===== src/include/csu_pkg.sv =====
// shared constants, types and helpers of the compare, skip and search unit
package csu_pkg;
   localparam int unsigned WORD_W = 36;
   // instruction fields
   localparam int OPC_LSB = 30;
   localparam int FN_LSB = 26;
   localparam int AREG_LSB = 22;
   localparam int XREG_LSB = 18;
   localparam int FLAG_H_BIT = 17;
   localparam int FLAG_I_BIT = 16;
   localparam int ADDR_LSB = 0;
   localparam int HALF_SIGN_BIT = 17;
   localparam int INCR_LSB = 18;
   // opcodes
   localparam logic [5:0] OP_TEST_WITHIN_RANGE = 6'h2E;
   localparam logic [5:0] OP_TEST_OUTSIDE_RANGE = 6'h2F;
   localparam logic [5:0] OP_TEST_POSITIVE = 6'h30;
   localparam logic [5:0] OP_TEST_NEGATIVE = 6'h31;
   localparam logic [5:0] OP_SEARCH_EQUAL = 6'h32;
   localparam logic [5:0] OP_SEARCH_UNEQUAL = 6'h33;
   localparam logic [5:0] OP_SEARCH_LESS_OR_EQUAL = 6'h34;
   localparam logic [5:0] OP_SEARCH_GREATER = 6'h35;
   localparam logic [5:0] OP_SEARCH_WITHIN_RANGE = 6'h36;
   localparam logic [5:0] OP_SEARCH_OUTSIDE_RANGE = 6'h37;
   localparam logic [5:0] OP_EXTENDED = 6'h39;
   localparam logic [3:0] FN_DOUBLE_TEST_EQUAL = 4'hF;
   localparam logic [3:0] J_LOWER_HALF = 4'h1;
   // register byte offsets
   localparam logic [7:0] REG_CTRL = 8'h00;
   localparam logic [7:0] REG_STATUS = 8'h04;
   localparam logic [7:0] REG_INSTR_LO = 8'h08;
   localparam logic [7:0] REG_INSTR_HI = 8'h0C;
   localparam logic [7:0] REG_A_LO = 8'h10;
   localparam logic [7:0] REG_A_HI = 8'h14;
   localparam logic [7:0] REG_A1_LO = 8'h18;
   localparam logic [7:0] REG_A1_HI = 8'h1C;
   localparam logic [7:0] REG_X_LO = 8'h20;
   localparam logic [7:0] REG_X_HI = 8'h24;
   localparam logic [7:0] REG_R1_LO = 8'h28;
   localparam logic [7:0] REG_R1_HI = 8'h2C;
   localparam logic [7:0] REG_ADDR = 8'h30;
   localparam int CTRL_START_BIT = 0;
   localparam int CTRL_SAME_BANK_BIT = 1;
   localparam logic [35:0] RST_WORD = 36'h0_0000_0000;
   // timing
   localparam int CLK_PERIOD_NS = 5;
   localparam int T_REPEAT_NS = 750;
   localparam int T_SEARCH_ALT_NS = 2250;
   localparam int T_SEARCH_SAME_NS = 3000;
   localparam int T_DTE_SKIP_ALT_NS = 2375;
   localparam int T_DTE_NOSKIP_ALT_NS = 1625;
   localparam int T_DTE_SKIP_SAME_NS = 3125;
   localparam int T_DTE_NOSKIP_SAME_NS = 2375;
   localparam int T_TW_SKIP_ALT_NS = 1750;
   localparam int T_TW_NOSKIP_ALT_NS = 1000;
   localparam int T_TW_SKIP_SAME_NS = 2500;
   localparam int T_TW_NOSKIP_SAME_NS = 1750;
   localparam int T_TST_SKIP_ALT_NS = 1500;
   localparam int T_TST_NOSKIP_ALT_NS = 750;
   localparam int T_TST_SKIP_SAME_NS = 2250;
   localparam int T_TST_NOSKIP_SAME_NS = 1500;
   localparam int P1 = CLK_PERIOD_NS - 1;
   localparam logic [31:0] C_REPEAT = 32'((T_REPEAT_NS + P1) / CLK_PERIOD_NS);
   localparam logic [31:0] C_SEARCH_ALT = 32'((T_SEARCH_ALT_NS + P1) / CLK_PERIOD_NS);
   localparam logic [31:0] C_SEARCH_SAME = 32'((T_SEARCH_SAME_NS + P1) / CLK_PERIOD_NS);
   localparam logic [31:0] C_DTE_SKIP_ALT = 32'((T_DTE_SKIP_ALT_NS + P1) / CLK_PERIOD_NS);
   localparam logic [31:0] C_DTE_NOSKIP_ALT = 32'((T_DTE_NOSKIP_ALT_NS + P1) / CLK_PERIOD_NS);
   localparam logic [31:0] C_DTE_SKIP_SAME = 32'((T_DTE_SKIP_SAME_NS + P1) / CLK_PERIOD_NS);
   localparam logic [31:0] C_DTE_NOSKIP_SAME = 32'((T_DTE_NOSKIP_SAME_NS + P1) / CLK_PERIOD_NS);
   localparam logic [31:0] C_TW_SKIP_ALT = 32'((T_TW_SKIP_ALT_NS + P1) / CLK_PERIOD_NS);
   localparam logic [31:0] C_TW_NOSKIP_ALT = 32'((T_TW_NOSKIP_ALT_NS + P1) / CLK_PERIOD_NS);
   localparam logic [31:0] C_TW_SKIP_SAME = 32'((T_TW_SKIP_SAME_NS + P1) / CLK_PERIOD_NS);
   localparam logic [31:0] C_TW_NOSKIP_SAME = 32'((T_TW_NOSKIP_SAME_NS + P1) / CLK_PERIOD_NS);
   localparam logic [31:0] C_TST_SKIP_ALT = 32'((T_TST_SKIP_ALT_NS + P1) / CLK_PERIOD_NS);
   localparam logic [31:0] C_TST_NOSKIP_ALT = 32'((T_TST_NOSKIP_ALT_NS + P1) / CLK_PERIOD_NS);
   localparam logic [31:0] C_TST_SKIP_SAME = 32'((T_TST_SKIP_SAME_NS + P1) / CLK_PERIOD_NS);
   localparam logic [31:0] C_TST_NOSKIP_SAME = 32'((T_TST_NOSKIP_SAME_NS + P1) / CLK_PERIOD_NS);

   typedef enum logic [3:0] {
      ST_IDLE = 4'h1,
      ST_FETCH = 4'h2,
      ST_EVAL = 4'h4,
      ST_WAIT = 4'h8
   } csu_state_t;

   // ones' complement word to two's complement value, both zeros map to 0
   function automatic logic signed [36:0] oc_val(input logic [35:0] w);
      logic signed [36:0] mag;
      mag = $signed({2'b00, (w[35] ? ~w[34:0] : w[34:0])});
      return w[35] ? -mag : mag;
   endfunction
endpackage


===== src/include/csu_cmp_if.sv =====
// carrier between the sequencer and the algebraic comparator
`timescale 1ns/1ps
`default_nettype none
interface csu_cmp_if;
   logic [35:0] word;
   logic [35:0] lo;
   logic [35:0] hi;
   logic eq_lo;
   logic gt_lo;
   logic gt_hi;
   modport seq (output word, lo, hi, input eq_lo, gt_lo, gt_hi);
   modport cmp (input word, lo, hi, output eq_lo, gt_lo, gt_hi);
endinterface
`default_nettype wire


===== src/verilog/csu_compare.sv =====
// signed ones' complement comparator of a word against two bounds
`timescale 1ns/1ps
`default_nettype none
module csu_compare
   import csu_pkg::*;
(
   csu_cmp_if.cmp cmp_io
);
   logic signed [36:0] w_val;
   logic signed [36:0] lo_val;
   logic signed [36:0] hi_val;

   assign w_val = oc_val(cmp_io.word);
   assign lo_val = oc_val(cmp_io.lo);
   assign hi_val = oc_val(cmp_io.hi);
   assign cmp_io.eq_lo = (w_val == lo_val);
   assign cmp_io.gt_lo = (w_val > lo_val);
   assign cmp_io.gt_hi = (w_val > hi_val);
endmodule
`default_nettype wire


===== src/verilog/csu_unit.sv =====
// compare, skip and search execution unit with apb register access
// How it works
// - within-range test skips when A < word <= A+1
// - outside-range test skips when word <= A or word > A+1
// - positive test skips when selected word sign bit is zero
// - negative test skips when selected word sign bit is one
// - sign tests never look at the arithmetic register field
// - double test compares U,U+1 with A,A+1, skips when both equal
// - double test busy time depends on skip and bank choice
// - searches take base time plus one repeat time per word examined
// - search for equal stops and skips at first equal word
// - search that never meets its condition ends without skip
// - search for unequal stops and skips at first differing word
// - search for less-or-equal skips on word <= A
// - search for greater skips on word > A
// - search within range skips on A < word <= A+1
// - search outside range skips on word <= A or word > A+1
// - each repeat adds the index upper-half increment to the address
// - a negative increment walks the addresses downward
// - instruction fields decoded at their fixed bit positions
// - repeat count drops each repeat; zero ends the search
`timescale 1ns/1ps
`default_nettype none
module csu_unit
   import csu_pkg::*;
(
   input wire logic clock_i,
   input wire logic reset_i,
   input wire logic psel_i,
   input wire logic penable_i,
   input wire logic pwrite_i,
   input wire logic [7:0] paddr_i,
   input wire logic [31:0] pwdata_i,
   output logic [31:0] prdata_o,
   output logic pready_o,
   output logic pslverr_o,
   output logic mem_req_o,
   output logic [15:0] mem_addr_o,
   input wire logic [35:0] mem_rdata_i,
   input wire logic mem_ack_i,
   output logic busy_o,
   output logic skip_o
);
   csu_cmp_if cmp_bus();
   csu_state_t state;
   logic [35:0] instr;
   logic [35:0] a_reg;
   logic [35:0] a1_reg;
   logic [35:0] x_reg;
   logic [35:0] r1_reg;
   logic [35:0] cur;
   logic same_bank;
   logic done;
   logic bad;
   logic second;
   logic eq0;
   logic [31:0] elapsed;
   logic [31:0] required;
   logic [31:0] reps;
   logic [31:0] prdata;
   logic pslverr;
   logic apb_wr;
   logic start;
   logic busy;
   logic [5:0] f_op;
   logic [3:0] f_fn;
   logic [3:0] f_j;
   logic [15:0] f_u;
   logic is_test;
   logic is_search;
   logic is_dte;
   logic hit;
   logic [15:0] step;
   logic [17:0] next_xlo;
   logic [31:0] search_base;

   // merge a 32-bit bus half into a 36-bit word
   function automatic logic [35:0] put36(input logic [35:0] old, input logic hi,
                                         input logic [31:0] d);
      return hi ? {d[3:0], old[31:0]} : {old[35:32], d};
   endfunction

   // sign of whole word, or of the lower half when that part is selected
   function automatic logic sign_pick(input logic [35:0] w, input logic [3:0] j);
      return (j == J_LOWER_HALF) ? w[HALF_SIGN_BIT] : w[35];
   endfunction

   // ones' complement 18-bit increment to a 16-bit address step
   function automatic logic [15:0] oc_step(input logic [17:0] inc);
      logic [17:0] mag;
      mag = inc[17] ? ~inc : inc;
      return inc[17] ? (16'h0000 - mag[15:0]) : mag[15:0];
   endfunction

   // busy time of the single-word and double-word tests
   function automatic logic [31:0] test_cycles(input logic [5:0] op, input logic double_test_equal,
                                               input logic sk, input logic same);
      logic [31:0] t;
      t = same ? (sk ? C_TST_SKIP_SAME : C_TST_NOSKIP_SAME)
               : (sk ? C_TST_SKIP_ALT : C_TST_NOSKIP_ALT);
      if (double_test_equal) begin
         t = same ? (sk ? C_DTE_SKIP_SAME : C_DTE_NOSKIP_SAME)
                  : (sk ? C_DTE_SKIP_ALT : C_DTE_NOSKIP_ALT);
      end else if (op == OP_TEST_WITHIN_RANGE) begin
         t = same ? (sk ? C_TW_SKIP_SAME : C_TW_NOSKIP_SAME)
                  : (sk ? C_TW_SKIP_ALT : C_TW_NOSKIP_ALT);
      end
      return t;
   endfunction

   // instruction decode
   assign f_op = instr[OPC_LSB +: 6];
   assign f_fn = instr[FN_LSB +: 4];
   assign f_j = instr[26 +: 4] & 4'hF;
   assign f_u = instr[ADDR_LSB +: 16];
   assign is_test = (f_op == OP_TEST_WITHIN_RANGE) || (f_op == OP_TEST_OUTSIDE_RANGE) ||
                    (f_op == OP_TEST_POSITIVE) || (f_op == OP_TEST_NEGATIVE);
   assign is_search = (f_op >= OP_SEARCH_EQUAL) && (f_op <= OP_SEARCH_OUTSIDE_RANGE);
   assign is_dte = (f_op == OP_EXTENDED) && (f_fn == FN_DOUBLE_TEST_EQUAL);
   assign busy = (state != ST_IDLE);
   assign search_base = same_bank ? C_SEARCH_SAME : C_SEARCH_ALT;
   assign step = oc_step(x_reg[INCR_LSB +: 18]);
   assign next_xlo = 18'(x_reg[17:0] + {{2{step[15]}}, step});

   // comparator hookup: second double-test word meets A+1
   assign cmp_bus.word = cur;
   assign cmp_bus.lo = second ? a1_reg : a_reg;
   assign cmp_bus.hi = a1_reg;

   csu_compare u_compare (
      .cmp_io(cmp_bus)
   );

   // condition met by the current word
   always_comb begin
      case (f_op)
         OP_TEST_WITHIN_RANGE: hit = cmp_bus.gt_lo & ~cmp_bus.gt_hi;
         OP_TEST_OUTSIDE_RANGE: hit = ~cmp_bus.gt_lo | cmp_bus.gt_hi;
         OP_TEST_POSITIVE: hit = ~sign_pick(cur, f_j);
         OP_TEST_NEGATIVE: hit = sign_pick(cur, f_j);
         OP_SEARCH_EQUAL: hit = cmp_bus.eq_lo;
         OP_SEARCH_UNEQUAL: hit = ~cmp_bus.eq_lo;
         OP_SEARCH_LESS_OR_EQUAL: hit = ~cmp_bus.gt_lo;
         OP_SEARCH_GREATER: hit = cmp_bus.gt_lo;
         OP_SEARCH_WITHIN_RANGE: hit = cmp_bus.gt_lo & ~cmp_bus.gt_hi;
         OP_SEARCH_OUTSIDE_RANGE: hit = ~cmp_bus.gt_lo | cmp_bus.gt_hi;
         default: hit = 1'b0;
      endcase
   end

   // apb slave, zero wait states
   assign apb_wr = psel_i & penable_i & pwrite_i;
   assign start = apb_wr & (paddr_i == REG_CTRL) & pwdata_i[CTRL_START_BIT] & ~busy;
   assign pready_o = 1'b1;
   assign prdata_o = prdata;
   assign pslverr_o = pslverr;

   always_ff @(posedge clock_i) begin
      if (reset_i) begin
         prdata <= 32'h0000_0000;
         pslverr <= 1'b0;
      end else if (psel_i & ~penable_i) begin
         pslverr <= 1'b0;
         case (paddr_i)
            REG_CTRL: prdata <= {30'h0000_0000, same_bank, 1'b0};
            REG_STATUS: prdata <= {28'h000_0000, bad, skip_o, done, busy};
            REG_INSTR_LO: prdata <= instr[31:0];
            REG_INSTR_HI: prdata <= {28'h000_0000, instr[35:32]};
            REG_A_LO: prdata <= a_reg[31:0];
            REG_A_HI: prdata <= {28'h000_0000, a_reg[35:32]};
            REG_A1_LO: prdata <= a1_reg[31:0];
            REG_A1_HI: prdata <= {28'h000_0000, a1_reg[35:32]};
            REG_X_LO: prdata <= x_reg[31:0];
            REG_X_HI: prdata <= {28'h000_0000, x_reg[35:32]};
            REG_R1_LO: prdata <= r1_reg[31:0];
            REG_R1_HI: prdata <= {28'h000_0000, r1_reg[35:32]};
            REG_ADDR: prdata <= {16'h0000, mem_addr_o};
            default: begin
               prdata <= 32'h0000_0000;
               pslverr <= 1'b1;
            end
         endcase
      end
   end

   // operand registers, frozen while an instruction runs
   always_ff @(posedge clock_i) begin
      if (reset_i) begin
         instr <= RST_WORD;
         a_reg <= RST_WORD;
         a1_reg <= RST_WORD;
         same_bank <= 1'b0;
      end else if (apb_wr & ~busy) begin
         case (paddr_i)
            REG_CTRL: same_bank <= pwdata_i[CTRL_SAME_BANK_BIT];
            REG_INSTR_LO: instr <= put36(instr, 1'b0, pwdata_i);
            REG_INSTR_HI: instr <= put36(instr, 1'b1, pwdata_i);
            REG_A_LO: a_reg <= put36(a_reg, 1'b0, pwdata_i);
            REG_A_HI: a_reg <= put36(a_reg, 1'b1, pwdata_i);
            REG_A1_LO: a1_reg <= put36(a1_reg, 1'b0, pwdata_i);
            REG_A1_HI: a1_reg <= put36(a1_reg, 1'b1, pwdata_i);
            default: begin
            end
         endcase
      end
   end

   // sequencer with index and repeat count
   always_ff @(posedge clock_i) begin
      if (reset_i) begin
         state <= ST_IDLE;
         x_reg <= RST_WORD;
         r1_reg <= RST_WORD;
         cur <= RST_WORD;
         mem_req_o <= 1'b0;
         mem_addr_o <= 16'h0000;
         skip_o <= 1'b0;
         done <= 1'b0;
         bad <= 1'b0;
         second <= 1'b0;
         eq0 <= 1'b0;
         elapsed <= 32'h0000_0000;
         required <= 32'h0000_0000;
         reps <= 32'h0000_0000;
      end else begin
         case (state)
            ST_IDLE: begin
               if (start) begin
                  elapsed <= 32'h0000_0000;
                  required <= 32'h0000_0001;
                  reps <= 32'h0000_0000;
                  skip_o <= 1'b0;
                  done <= 1'b0;
                  bad <= 1'b0;
                  second <= 1'b0;
                  mem_addr_o <= 16'(f_u + x_reg[15:0]);
                  if (!(is_test || is_search || is_dte)) begin
                     bad <= 1'b1;
                     state <= ST_WAIT;
                  end else if (is_search && (r1_reg == RST_WORD)) begin
                     required <= search_base;
                     state <= ST_WAIT;
                  end else begin
                     mem_req_o <= 1'b1;
                     state <= ST_FETCH;
                  end
               end else if (apb_wr) begin
                  case (paddr_i)
                     REG_X_LO: x_reg <= put36(x_reg, 1'b0, pwdata_i);
                     REG_X_HI: x_reg <= put36(x_reg, 1'b1, pwdata_i);
                     REG_R1_LO: r1_reg <= put36(r1_reg, 1'b0, pwdata_i);
                     REG_R1_HI: r1_reg <= put36(r1_reg, 1'b1, pwdata_i);
                     default: begin
                     end
                  endcase
               end
            end
            ST_FETCH: begin
               elapsed <= elapsed + 32'h0000_0001;
               if (mem_ack_i) begin
                  cur <= mem_rdata_i;
                  mem_req_o <= 1'b0;
                  state <= ST_EVAL;
               end
            end
            ST_EVAL: begin
               elapsed <= elapsed + 32'h0000_0001;
               state <= ST_WAIT;
               if (is_dte) begin
                  if (!second) begin
                     eq0 <= cmp_bus.eq_lo;
                     second <= 1'b1;
                     mem_addr_o <= mem_addr_o + 16'h0001;
                     mem_req_o <= 1'b1;
                     state <= ST_FETCH;
                  end else begin
                     skip_o <= eq0 & cmp_bus.eq_lo;
                     required <= test_cycles(f_op, 1'b1, eq0 & cmp_bus.eq_lo, same_bank);
                  end
               end else if (is_test) begin
                  skip_o <= hit;
                  required <= test_cycles(f_op, 1'b0, hit, same_bank);
               end else begin
                  reps <= reps + 32'h0000_0001;
                  r1_reg <= r1_reg - 36'h0_0000_0001;
                  x_reg[17:0] <= next_xlo;
                  if (hit || (r1_reg == 36'h0_0000_0001)) begin
                     skip_o <= hit;
                     required <= 32'(search_base + (reps + 32'h0000_0001) * C_REPEAT);
                  end else begin
                     mem_addr_o <= 16'(f_u + next_xlo[15:0]);
                     mem_req_o <= 1'b1;
                     state <= ST_FETCH;
                  end
               end
            end
            ST_WAIT: begin
               if (elapsed + 32'h0000_0001 >= required) begin
                  done <= 1'b1;
                  state <= ST_IDLE;
               end else begin
                  elapsed <= elapsed + 32'h0000_0001;
               end
            end
            default: state <= ST_IDLE;
         endcase
      end
   end

   assign busy_o = busy;

   // checks
   logic eval_test;
   logic eval_search;
   assign eval_test = (state == ST_EVAL) && is_test;
   assign eval_search = (state == ST_EVAL) && is_search;

   property p_within;
      @(posedge clock_i) disable iff (reset_i)
      (eval_test && f_op == OP_TEST_WITHIN_RANGE) |=> skip_o ==
         ((oc_val($past(cur)) > oc_val(a_reg)) && (oc_val($past(cur)) <= oc_val(a1_reg)));
   endproperty
   a_within: assert property (p_within) else $error("within test skip wrong");

   property p_outside;
      @(posedge clock_i) disable iff (reset_i)
      (eval_test && f_op == OP_TEST_OUTSIDE_RANGE) |=> skip_o ==
         ((oc_val($past(cur)) <= oc_val(a_reg)) || (oc_val($past(cur)) > oc_val(a1_reg)));
   endproperty
   a_outside: assert property (p_outside) else $error("outside test skip wrong");

   property p_sign;
      @(posedge clock_i) disable iff (reset_i)
      (eval_test && (f_op == OP_TEST_POSITIVE || f_op == OP_TEST_NEGATIVE)) |=>
         skip_o == (sign_pick($past(cur), f_j) == (f_op == OP_TEST_NEGATIVE));
   endproperty
   a_sign: assert property (p_sign) else $error("sign test skip wrong");

   property p_dte_time;
      @(posedge clock_i) disable iff (reset_i)
      ($fell(busy) && is_dte) |-> ($past(elapsed) + 32'h0000_0001) ==
         (same_bank ? (skip_o ? C_DTE_SKIP_SAME : C_DTE_NOSKIP_SAME)
                    : (skip_o ? C_DTE_SKIP_ALT : C_DTE_NOSKIP_ALT));
   endproperty
   a_dte_time: assert property (p_dte_time) else $error("double test time wrong");

   property p_search_time;
      @(posedge clock_i) disable iff (reset_i)
      ($fell(busy) && is_search) |->
         ($past(elapsed) + 32'h0000_0001) >= 32'(search_base + reps * C_REPEAT);
   endproperty
   a_search_time: assert property (p_search_time) else $error("search time short");

   property p_stop_on_hit;
      @(posedge clock_i) disable iff (reset_i)
      (eval_search && hit) |=> (state == ST_WAIT) && skip_o && !mem_req_o;
   endproperty
   a_stop_on_hit: assert property (p_stop_on_hit) else $error("search did not stop");

   property p_exhaust;
      @(posedge clock_i) disable iff (reset_i)
      (eval_search && !hit && r1_reg == 36'h0_0000_0001) |=>
         (state == ST_WAIT) && !skip_o && (r1_reg == RST_WORD);
   endproperty
   a_exhaust: assert property (p_exhaust) else $error("exhausted search wrong");

   property p_step;
      @(posedge clock_i) disable iff (reset_i)
      (eval_search && !hit && r1_reg != 36'h0_0000_0001) |=>
         mem_req_o && (mem_addr_o == 16'(f_u + $past(next_xlo[15:0])));
   endproperty
   a_step: assert property (p_step) else $error("search address step wrong");

   property p_count;
      @(posedge clock_i) disable iff (reset_i)
      eval_search |=> r1_reg == $past(r1_reg) - 36'h0_0000_0001;
   endproperty
   a_count: assert property (p_count) else $error("repeat count not decremented");

   property p_finish;
      @(posedge clock_i) disable iff (reset_i)
      (state == ST_WAIT && elapsed + 32'h0000_0001 >= required) |=> !busy && done;
   endproperty
   a_finish: assert property (p_finish) else $error("finish not flagged");

   c_search_skip: cover property (@(posedge clock_i) disable iff (reset_i)
      $fell(busy) && is_search && skip_o);
   c_search_miss: cover property (@(posedge clock_i) disable iff (reset_i)
      $fell(busy) && is_search && !skip_o && reps > 32'h0000_0001);
   c_dte_skip: cover property (@(posedge clock_i) disable iff (reset_i)
      $fell(busy) && is_dte && skip_o);
   c_descend: cover property (@(posedge clock_i) disable iff (reset_i)
      eval_search && x_reg[35]);
endmodule
`default_nettype wire

===== config.mk =====
export PLATFORM = sky130hd
export DESIGN_NAME = csu_unit
export DESIGN_NICKNAME = d
export VERILOG_FILES = /design/src/include/csu_pkg.sv /design/src/include/csu_cmp_if.sv /design/src/verilog/csu_compare.sv /design/src/verilog/csu_unit.sv
export SDC_FILE = /design/constraint.sdc
export NUM_CORES = 2
export LEC_CHECK = 0
export BUFFER_PORTS_ARGS = -buffer_cell sky130_fd_sc_hd__buf_2
export CAP_MARGIN = 10
export CORE_UTILIZATION = 30
export DETAILED_ROUTE_END_ITERATION = 8
export REMOVE_ABC_BUFFERS = 1
export SYNTH_ARGS = -nofsm -noshare
export SYNTH_HDL_FRONTEND = slang
export SYNTH_SLANG_ARGS = --single-unit
export TNS_END_PERCENT = 5

===== constraint.sdc =====
create_clock -name clock_i -period 7.8 [get_ports clock_i]
set_clock_uncertainty 0.1 [all_clocks]
set_input_delay 0.78 -clock clock_i [delete_from_list [all_inputs] [get_ports clock_i]]
set_output_delay 0.78 -clock clock_i [all_outputs]
set_load 0.005 [all_outputs]

### Word level (Yosys, flattened, before mapping)

Cells that the tools add are included.
W data, S select, Z words.

| storage, ports and cells | value |
|---|---|
| word-level logic and storage cells | 259 |
| output and inout bits | 53 |
| bits in registers | 372 |
| bits of input ports | 82 |

| operators by class | value |
|---|---|
| magnitude comparators | 5 |
| bitwise logic cells | 30 |
| reductions and logical operators | 42 |
| add/sub/neg operators | 12 |
| equal/unequal tests | 54 |
| muxes and demuxes | 89 |
| multipliers | 1 |

Operators by type and width:

| kind | count |
|---|---|
| $pmux W36 S2 | 6 |
| $pmux W32 S13 | 1 |
| $mux W32 | 9 |
| $mux W36 | 5 |
| $pmux W32 S2 | 2 |
| $mux W16 | 7 |
| $mux W37 | 3 |
| $neg A35 Y37 | 3 |
| $mux W35 | 3 |
| $not A35 Y35 | 3 |
| $pmux W32 S3 | 1 |
| $gt A37 B37 Y1 | 2 |
| $mux W18 | 4 |
| $eq A6 B6 Y1 const B | 11 |
| $add A32 B1 Y32 const B | 2 |
| $mux W10 | 5 |
| $mux W9 | 5 |
| $eq A8 B6 Y1 const B | 5 |
| $eq A37 B37 Y1 | 1 |
| $eq A36 B1 Y1 const B | 1 |
| $logic_not A36 Y1 | 1 |
| $mux W4 | 9 |
| $pmux W18 S2 | 1 |
| $sub A36 B1 Y36 const B | 1 |
| other kinds (44) | 142 |

### Longest topological paths before layout

| depth | value |
|---|---|
| depth after elaboration | 15 |
| mapped depth | 30 |
| depth with buffers taken out | 28 |

### Modules after synthesis

A second synthesis with hierarchy kept.

| unflattened totals | value |
|---|---|
| cells, all modules | 4014 |
| area, all modules | 30291.6 sq um |

Modules (own cells, without submodules):

| module | area an instance (sq um) | instances | seq. area each (sq um) | cells each |
|---|---|---|---|---|
| csu_unit | 25294.3 | 1 | 7427.1 | 3291 |
| csu_compare | 4997.3 | 1 | 0.0 | 723 |

### Worst setup path before layout

No wires, ideal clock.

| timing path | value |
|---|---|
| path type | reg2reg |
| start | reg reps[0] |
| end | reg required[30] |
| required time | 7578 ps |
| buffers on the path | 2 |
| period minus slack after synthesis | 6464 ps |
| cell stages (with the launch flop) | 27 |
| arrival time | 6241 ps |
| slack | 1336 ps |
| library setup time | 122 ps |
| path through | dfxtp_1 -> nand2_1 -> nor2_2 -> and4_1 -> clkbuf_1 -> and3_1 -> nand2_1 -> xnor2_1 -> ha_1 -> ha_1 -> fa_1 -> inv_1 -> fa_1 -> inv_1 -> ha_1 -> clkbuf_1 -> a21oi_1 -> o21ai_0 -> or3_1 -> a211o_1 -> a41oi_1 -> xnor2_1 -> o211ai_1 -> or2_2 -> nor4_4 -> xnor2_1 -> o2bb2ai_2 |

| on the way | value |
|---|---|
| word-level cells in the longest chain between the ends | 7 |

RTL lines:

| element | RTL line | RTL |
|---|---|---|
| start, declared | csu_unit.sv:59 | `logic [31:0] reps;` |
| start signal, assigned | csu_unit.sv:284 | `reps <= reps + 32'h0000_0001;` |
| $add A32 B1 Y32 | csu_unit.sv:289 | `required <= 32'(search_base + (reps + 32'h0000_0001) * C_REPEAT);` |
| $mul A32 B7 Y31 | csu_unit.sv:289 |  |
| $add A10 B32 Y32 | csu_unit.sv:289 |  |
| $mux W32 | csu_unit.sv:287 | `if (hit \|\| (r1_reg == 36'h0_0000_0001)) begin` |
| $mux W32 | csu_unit.sv:280 | `end else if (is_test) begin` |
| $mux W32 | csu_unit.sv:269 | `if (is_dte) begin` |
| $pmux W32 S2 | csu_unit.sv:226 | `case (state)` |
| end signal, assigned | csu_unit.sv:278 | `required <= test_cycles(f_op, 1'b1, eq0 & cmp_bus.eq_lo, same_bank);` |
| end signal, assigned | csu_unit.sv:282 | `required <= test_cycles(f_op, 1'b0, hit, same_bank);` |
| end signal, assigned | csu_unit.sv:289 |  |
| end, declared | csu_unit.sv:58 | `logic [31:0] required;` |

Every way passes these cells. The select of a mux whose other input is x is not followed.
A chain may end at the register's enable or synchronous reset.

### Worst setup path after layout

| timing path | value |
|---|---|
| start | reg a1_reg[35] |
| end | reg required[5] |

| on the way | value |
|---|---|
| word-level cells in the longest chain between the ends | 14 |
| elaborated cells on any way between the ends | 32 |
| those cells by class | add/sub (2); order compare (2); eq/ne (2); mux (18); bitwise (6); reduce/logical (2) |

RTL lines:

| element | RTL line | RTL |
|---|---|---|
| start, declared | csu_unit.sv:48 | `logic [35:0] a1_reg;` |
| start signal, assigned | csu_unit.sv:200 | `REG_A1_LO: a1_reg <= put36(a1_reg, 1'b0, pwdata_i);` |
| start signal, assigned | csu_unit.sv:201 | `REG_A1_HI: a1_reg <= put36(a1_reg, 1'b1, pwdata_i);` |
| $mux W36 | csu_unit.sv:127 | `assign cmp_bus.lo = second ? a1_reg : a_reg;` |
| $mux W35 | csu_pkg.sv:89 | `mag = $signed({2'b00, (w[35] ? ~w[34:0] : w[34:0])});` |
| $neg A35 Y37 | csu_pkg.sv:90 | `return w[35] ? -mag : mag;` |
| $mux W37 | csu_pkg.sv:90 |  |
| $gt A37 B37 Y1 | csu_compare.sv:17 | `assign cmp_io.gt_lo = (w_val > lo_val);` |
| $not A1 Y1 | csu_unit.sv:138, csu_unit.sv:143, csu_unit.sv:146 |  |
| $or A1 B1 Y1 | csu_unit.sv:138, csu_unit.sv:146 |  |
| $pmux W1 S8 | csu_unit.sv:136 | `case (f_op)` |
| $mux W9, or another cell as far along | csu_unit.sv:100 | `: (sk ? C_TST_SKIP_ALT : C_TST_NOSKIP_ALT);` |
| $mux W9, on equally long branches | csu_unit.sv:99, csu_unit.sv:105 |  |
| $mux W9 | csu_unit.sv:104 | `end else if (op == OP_TEST_WITHIN_RANGE) begin` |
| $mux W32 | csu_unit.sv:280 |  |
| $mux W32 | csu_unit.sv:269 |  |
| $pmux W32 S2 | csu_unit.sv:226 |  |

Parallel ways exist; a longest one is shown, timed or not. The select of a mux whose other input is x is not followed.

==> flow_metrics.env <==
export IMPL_coreArea_sq_um=102000
export IMPL_synth_edf_count=0
export IMPL_grt_pass1_vias=28700
export IMPL_post_place_cells=5441
export IMPL_rrSetupSlack_ns=0.64
export IMPL_stdcell_area_sq_um=34500
export IMPL_hold_violations=0
export IMPL_rsz0062_at_grt="no"
export IMPL_cts_buffers=46
export IMPL_netlist_area_sq_um=30900
export IMPL_ys_ff_latch=371
export IMPL_startpoint_type="flip-flop"
export IMPL_synth_area_per_cell_sq_um=7.48
export IMPL_multiInputGateArea_sq_um=21800
export IMPL_n_fill_cell=10900
export IMPL_ant_nets=0
export IMPL_r2r_start="a1_reg[35]"
export IMPL_portBuffers=133
export IMPL_outcome="finished clean"
export IMPL_pin_count=135
export IMPL_synthCells=4136
export IMPL_vdd_drop_max_uv=166
export IMPL_met2_usage=0.327
export IMPL_globalRouteOverflowTotal=0
export IMPL_ys_flop_type="dfxtp_1"
export IMPL_wirelength_microns=108000
export IMPL_slew_violations=0
export IMPL_synth_seq_area_share=0.240
export IMPL_grt_usage=0.203
export IMPL_die_area_sq_um=104000
export IMPL_die_h_microns=323
export IMPL_hold_ws_ns=0.272
export IMPL_hpwl_microns=80500
export IMPL_grt_pass1_wl_microns=168000
export IMPL_cts_post_setup_buffers_inserted=0
export IMPL_grt_use_met1=0.261
export IMPL_cts_buffer_depth=3
export IMPL_critPathMaxStageDelay_ns=0.67
export IMPL_min_period_ns=7.16
export IMPL_final_layout_size_suffix_gt1_frac=0.0789
export IMPL_hp_class="input port to flip-flop"
export IMPL_wl_per_cell_microns=19.5
export IMPL_worst_setup_path_end_kind="flip-flop"
export IMPL_hold_path_startpoint="mem_rdata_i[2]"
export IMPL_cts_resized=0
export IMPL_slowest_stage="dfxtp_2"
export IMPL_root_buffer="clkbuf_16"
export IMPL_crit_cells=29
export IMPL_maxCapViolCount=0
export IMPL_die_x_microns=323
export IMPL_gp_congestion=0.969
export IMPL_r2r_cells=29
export IMPL_yosys_mux_area_fraction=0.0193
export IMPL_critical_path_buf_inv_count=2
export IMPL_arrival_ns=7.53
export IMPL_yosys_area_top_type="dfxtp_1"
export IMPL_synth_top_family_by_area="simple AND/OR/NAND/NOR gates"
export IMPL_synthToLayoutAreaGrowth_pct=11.5
export IMPL_cts_reportedPaths_clkPinSlew_ns=0.06
export IMPL_min_to="cmp_bus.word[2]"
export IMPL_seq_area_sq_um=7430
export IMPL_yosys_area_share_adder=0.140
export IMPL_hold_path_cell_count=3
export IMPL_synth_distinct_cells=97
export IMPL_busiest_layer="met2"
export IMPL_criticalPathCategory="flip-flop to flip-flop"
export IMPL_r2r_end="required[5]"
export IMPL_cp_required_ns=8.16
export IMPL_initial_utilization=0.303
export IMPL_worstMarginPinSlew_ns=1.21
export IMPL_synth_xor_area_share=0.0841
export IMPL_grt_max_degree=107
export IMPL_period_share=0.918
export IMPL_vias_per_cell=5.51
export IMPL_first_pass_iters=6
export IMPL_drtIter0Drc=2758
export IMPL_final_nets=4518
export IMPL_cts_tree="yes"
export IMPL_synth_area_leaders="dfxtp_1 (24%), ha_1 (11%), a21oi_1 (6.4%), nand2_1 (5.9%), xnor2_1 (5.0%)"
export IMPL_clock_latency_ns=0.66
export IMPL_cts_max_level=2
export IMPL_finalPower_mw=4.80
export IMPL_synth_compound_area_frac=0.212
export IMPL_via_count=30500
export IMPL_finalNonFillerCells=5529
export IMPL_ys_warn_count=0
export IMPL_use_met3=0.0361
export IMPL_placed_area_sq_um=32900
export IMPL_antenna_found_initial=9
export IMPL_cts_sinks=371
export IMPL_fmax_mhz=140
export IMPL_synth_top_area_share=0.240
export IMPL_p_leak_nw=14.0
export IMPL_synth_simple_area_share=0.247
export IMPL_critPathMaxFanout=39
export IMPL_crit_path_start="a1_reg[35]"
export IMPL_max_slew_margin_rel=0.194
export IMPL_drt_drc_violations_left=0
export IMPL_finalSetupViolCount=0
export IMPL_worst_slack_ns=0.637
export IMPL_synthArstFlopShare=0
export IMPL_powerDensity_nw_per_um2=139
export IMPL_post_place_ws_ns=0.631
export IMPL_path_delay_family="simple AND/OR/NAND/NOR gates"
export IMPL_hold_buffers=0
export IMPL_core_rowCount=117
per-layer routing:
metal,share of wire,up-vias
met5,0.00055,-
met4,0.051,8
met3,0.066,229
met2,0.45,1002
met1,0.43,14500
li1,-,14700
kinds of logic after synthesis:
| logic type | Yosys count |
|---|---|
| flip-flops | 371 |
| XOR/XNOR | 297 |
| adder cells (fa/ha/maj) | 314 |
| AND/OR/NAND/NOR | 1604 |
| multiplexers | 59 |
| buffers and inverters | 470 |
| AO/OA/AOI/OAI | 1020 |
| other | 1 |
synth_stat cells, types with 30 or more instances:
master      n
or3_1      46
a31oi_1    36
nor2_1    374
a22oi_1    83
nand2_1   484
a221oi_1   35
o211ai_1   30
nand4_1    58
xor2_1    120
o21ai_0   155
mux2i_1    53
a21oi_1   395
and3_1     62
nand2b_1   31
xnor2_1   177
nand3_1   230
dfxtp_1   371
clkbuf_1  230
inv_1     211
ha_1      262
fa_1       52
a21o_1     42
nor3_1    127
nor4_1     30
and2_1     34
worst max path at each step:
| stage | endpoint | slack (ns) |
|---|---|---|
| after global routing | required[5] | 0.006 |
| after CTS | required[31] | 0.62 |
| after detailed placement | required[31] | 0.63 |
| after floorplan | required[10] | -0.87 |
| final | required[5] | 0.64 |
| after global placement | required[30] | 0.80 |
power breakdown:
part           switching [mW]  total, mW  internal [mW]
Combinational           0.371      0.535          0.164
Clock                   0.974       2.32           1.34
Sequential             0.0290       1.94           1.92
Total                    1.37       4.80           3.42
per-stage QoR:
stage          utilization  setup TNS, ns
2_1_floorplan            -         -30.46
4_1_cts              0.338              0
3_3_place_gp         0.322              0
5_1_grt              0.338              0
6_report             0.338              0
3_5_place_dp         0.322              0
worst register-to-register path: cells and delay by family (launching register included):
| family | cells | cell delay [ns] |
|---|---|---|
| flops | 1 | 0.67 |
| xor+xnor | 1 | 0.12 |
| mux | 1 | 0.14 |
| fa+ha+maj | 3 | 0.84 |
| compound gates | 8 | 1.31 |
| simple gates | 14 | 3.29 |
| buf+inv | 2 | 0.52 |
cell type report:
class	count	share of cell area
multi-input cells	3295	0.632
repair buffers	196	0.0334
clock buffers	67	0.0368
clock inverters	16	0.00933
well taps	1368	0.0496
inverters	212	0.0231
diodes	4	0.000290
flip-flops and latches	371	0.216
layout by cell type, fill, tap and decap left out, types with 29 or more instances in the layout:
master     count
a21o_1        42
a21oi_1      395
a221oi_1      35
a22oi_1       83
a31oi_1       36
and2_1        33
and3_1        62
buf_2        132
buf_4         62
clkbuf_16     46
dfxtp_1      368
fa_1          52
ha_1         262
inv_1        211
mux2i_1       53
nand2_1      480
nand2b_1      31
nand3_1      230
nand4_1       58
nor2_1       366
nor3_1       124
nor4_1        29
o211ai_1      30
o21ai_0      154
or3_1         46
xnor2_1      177
xor2_1       120
Note: power is estimated with default switching activity, not from simulation.
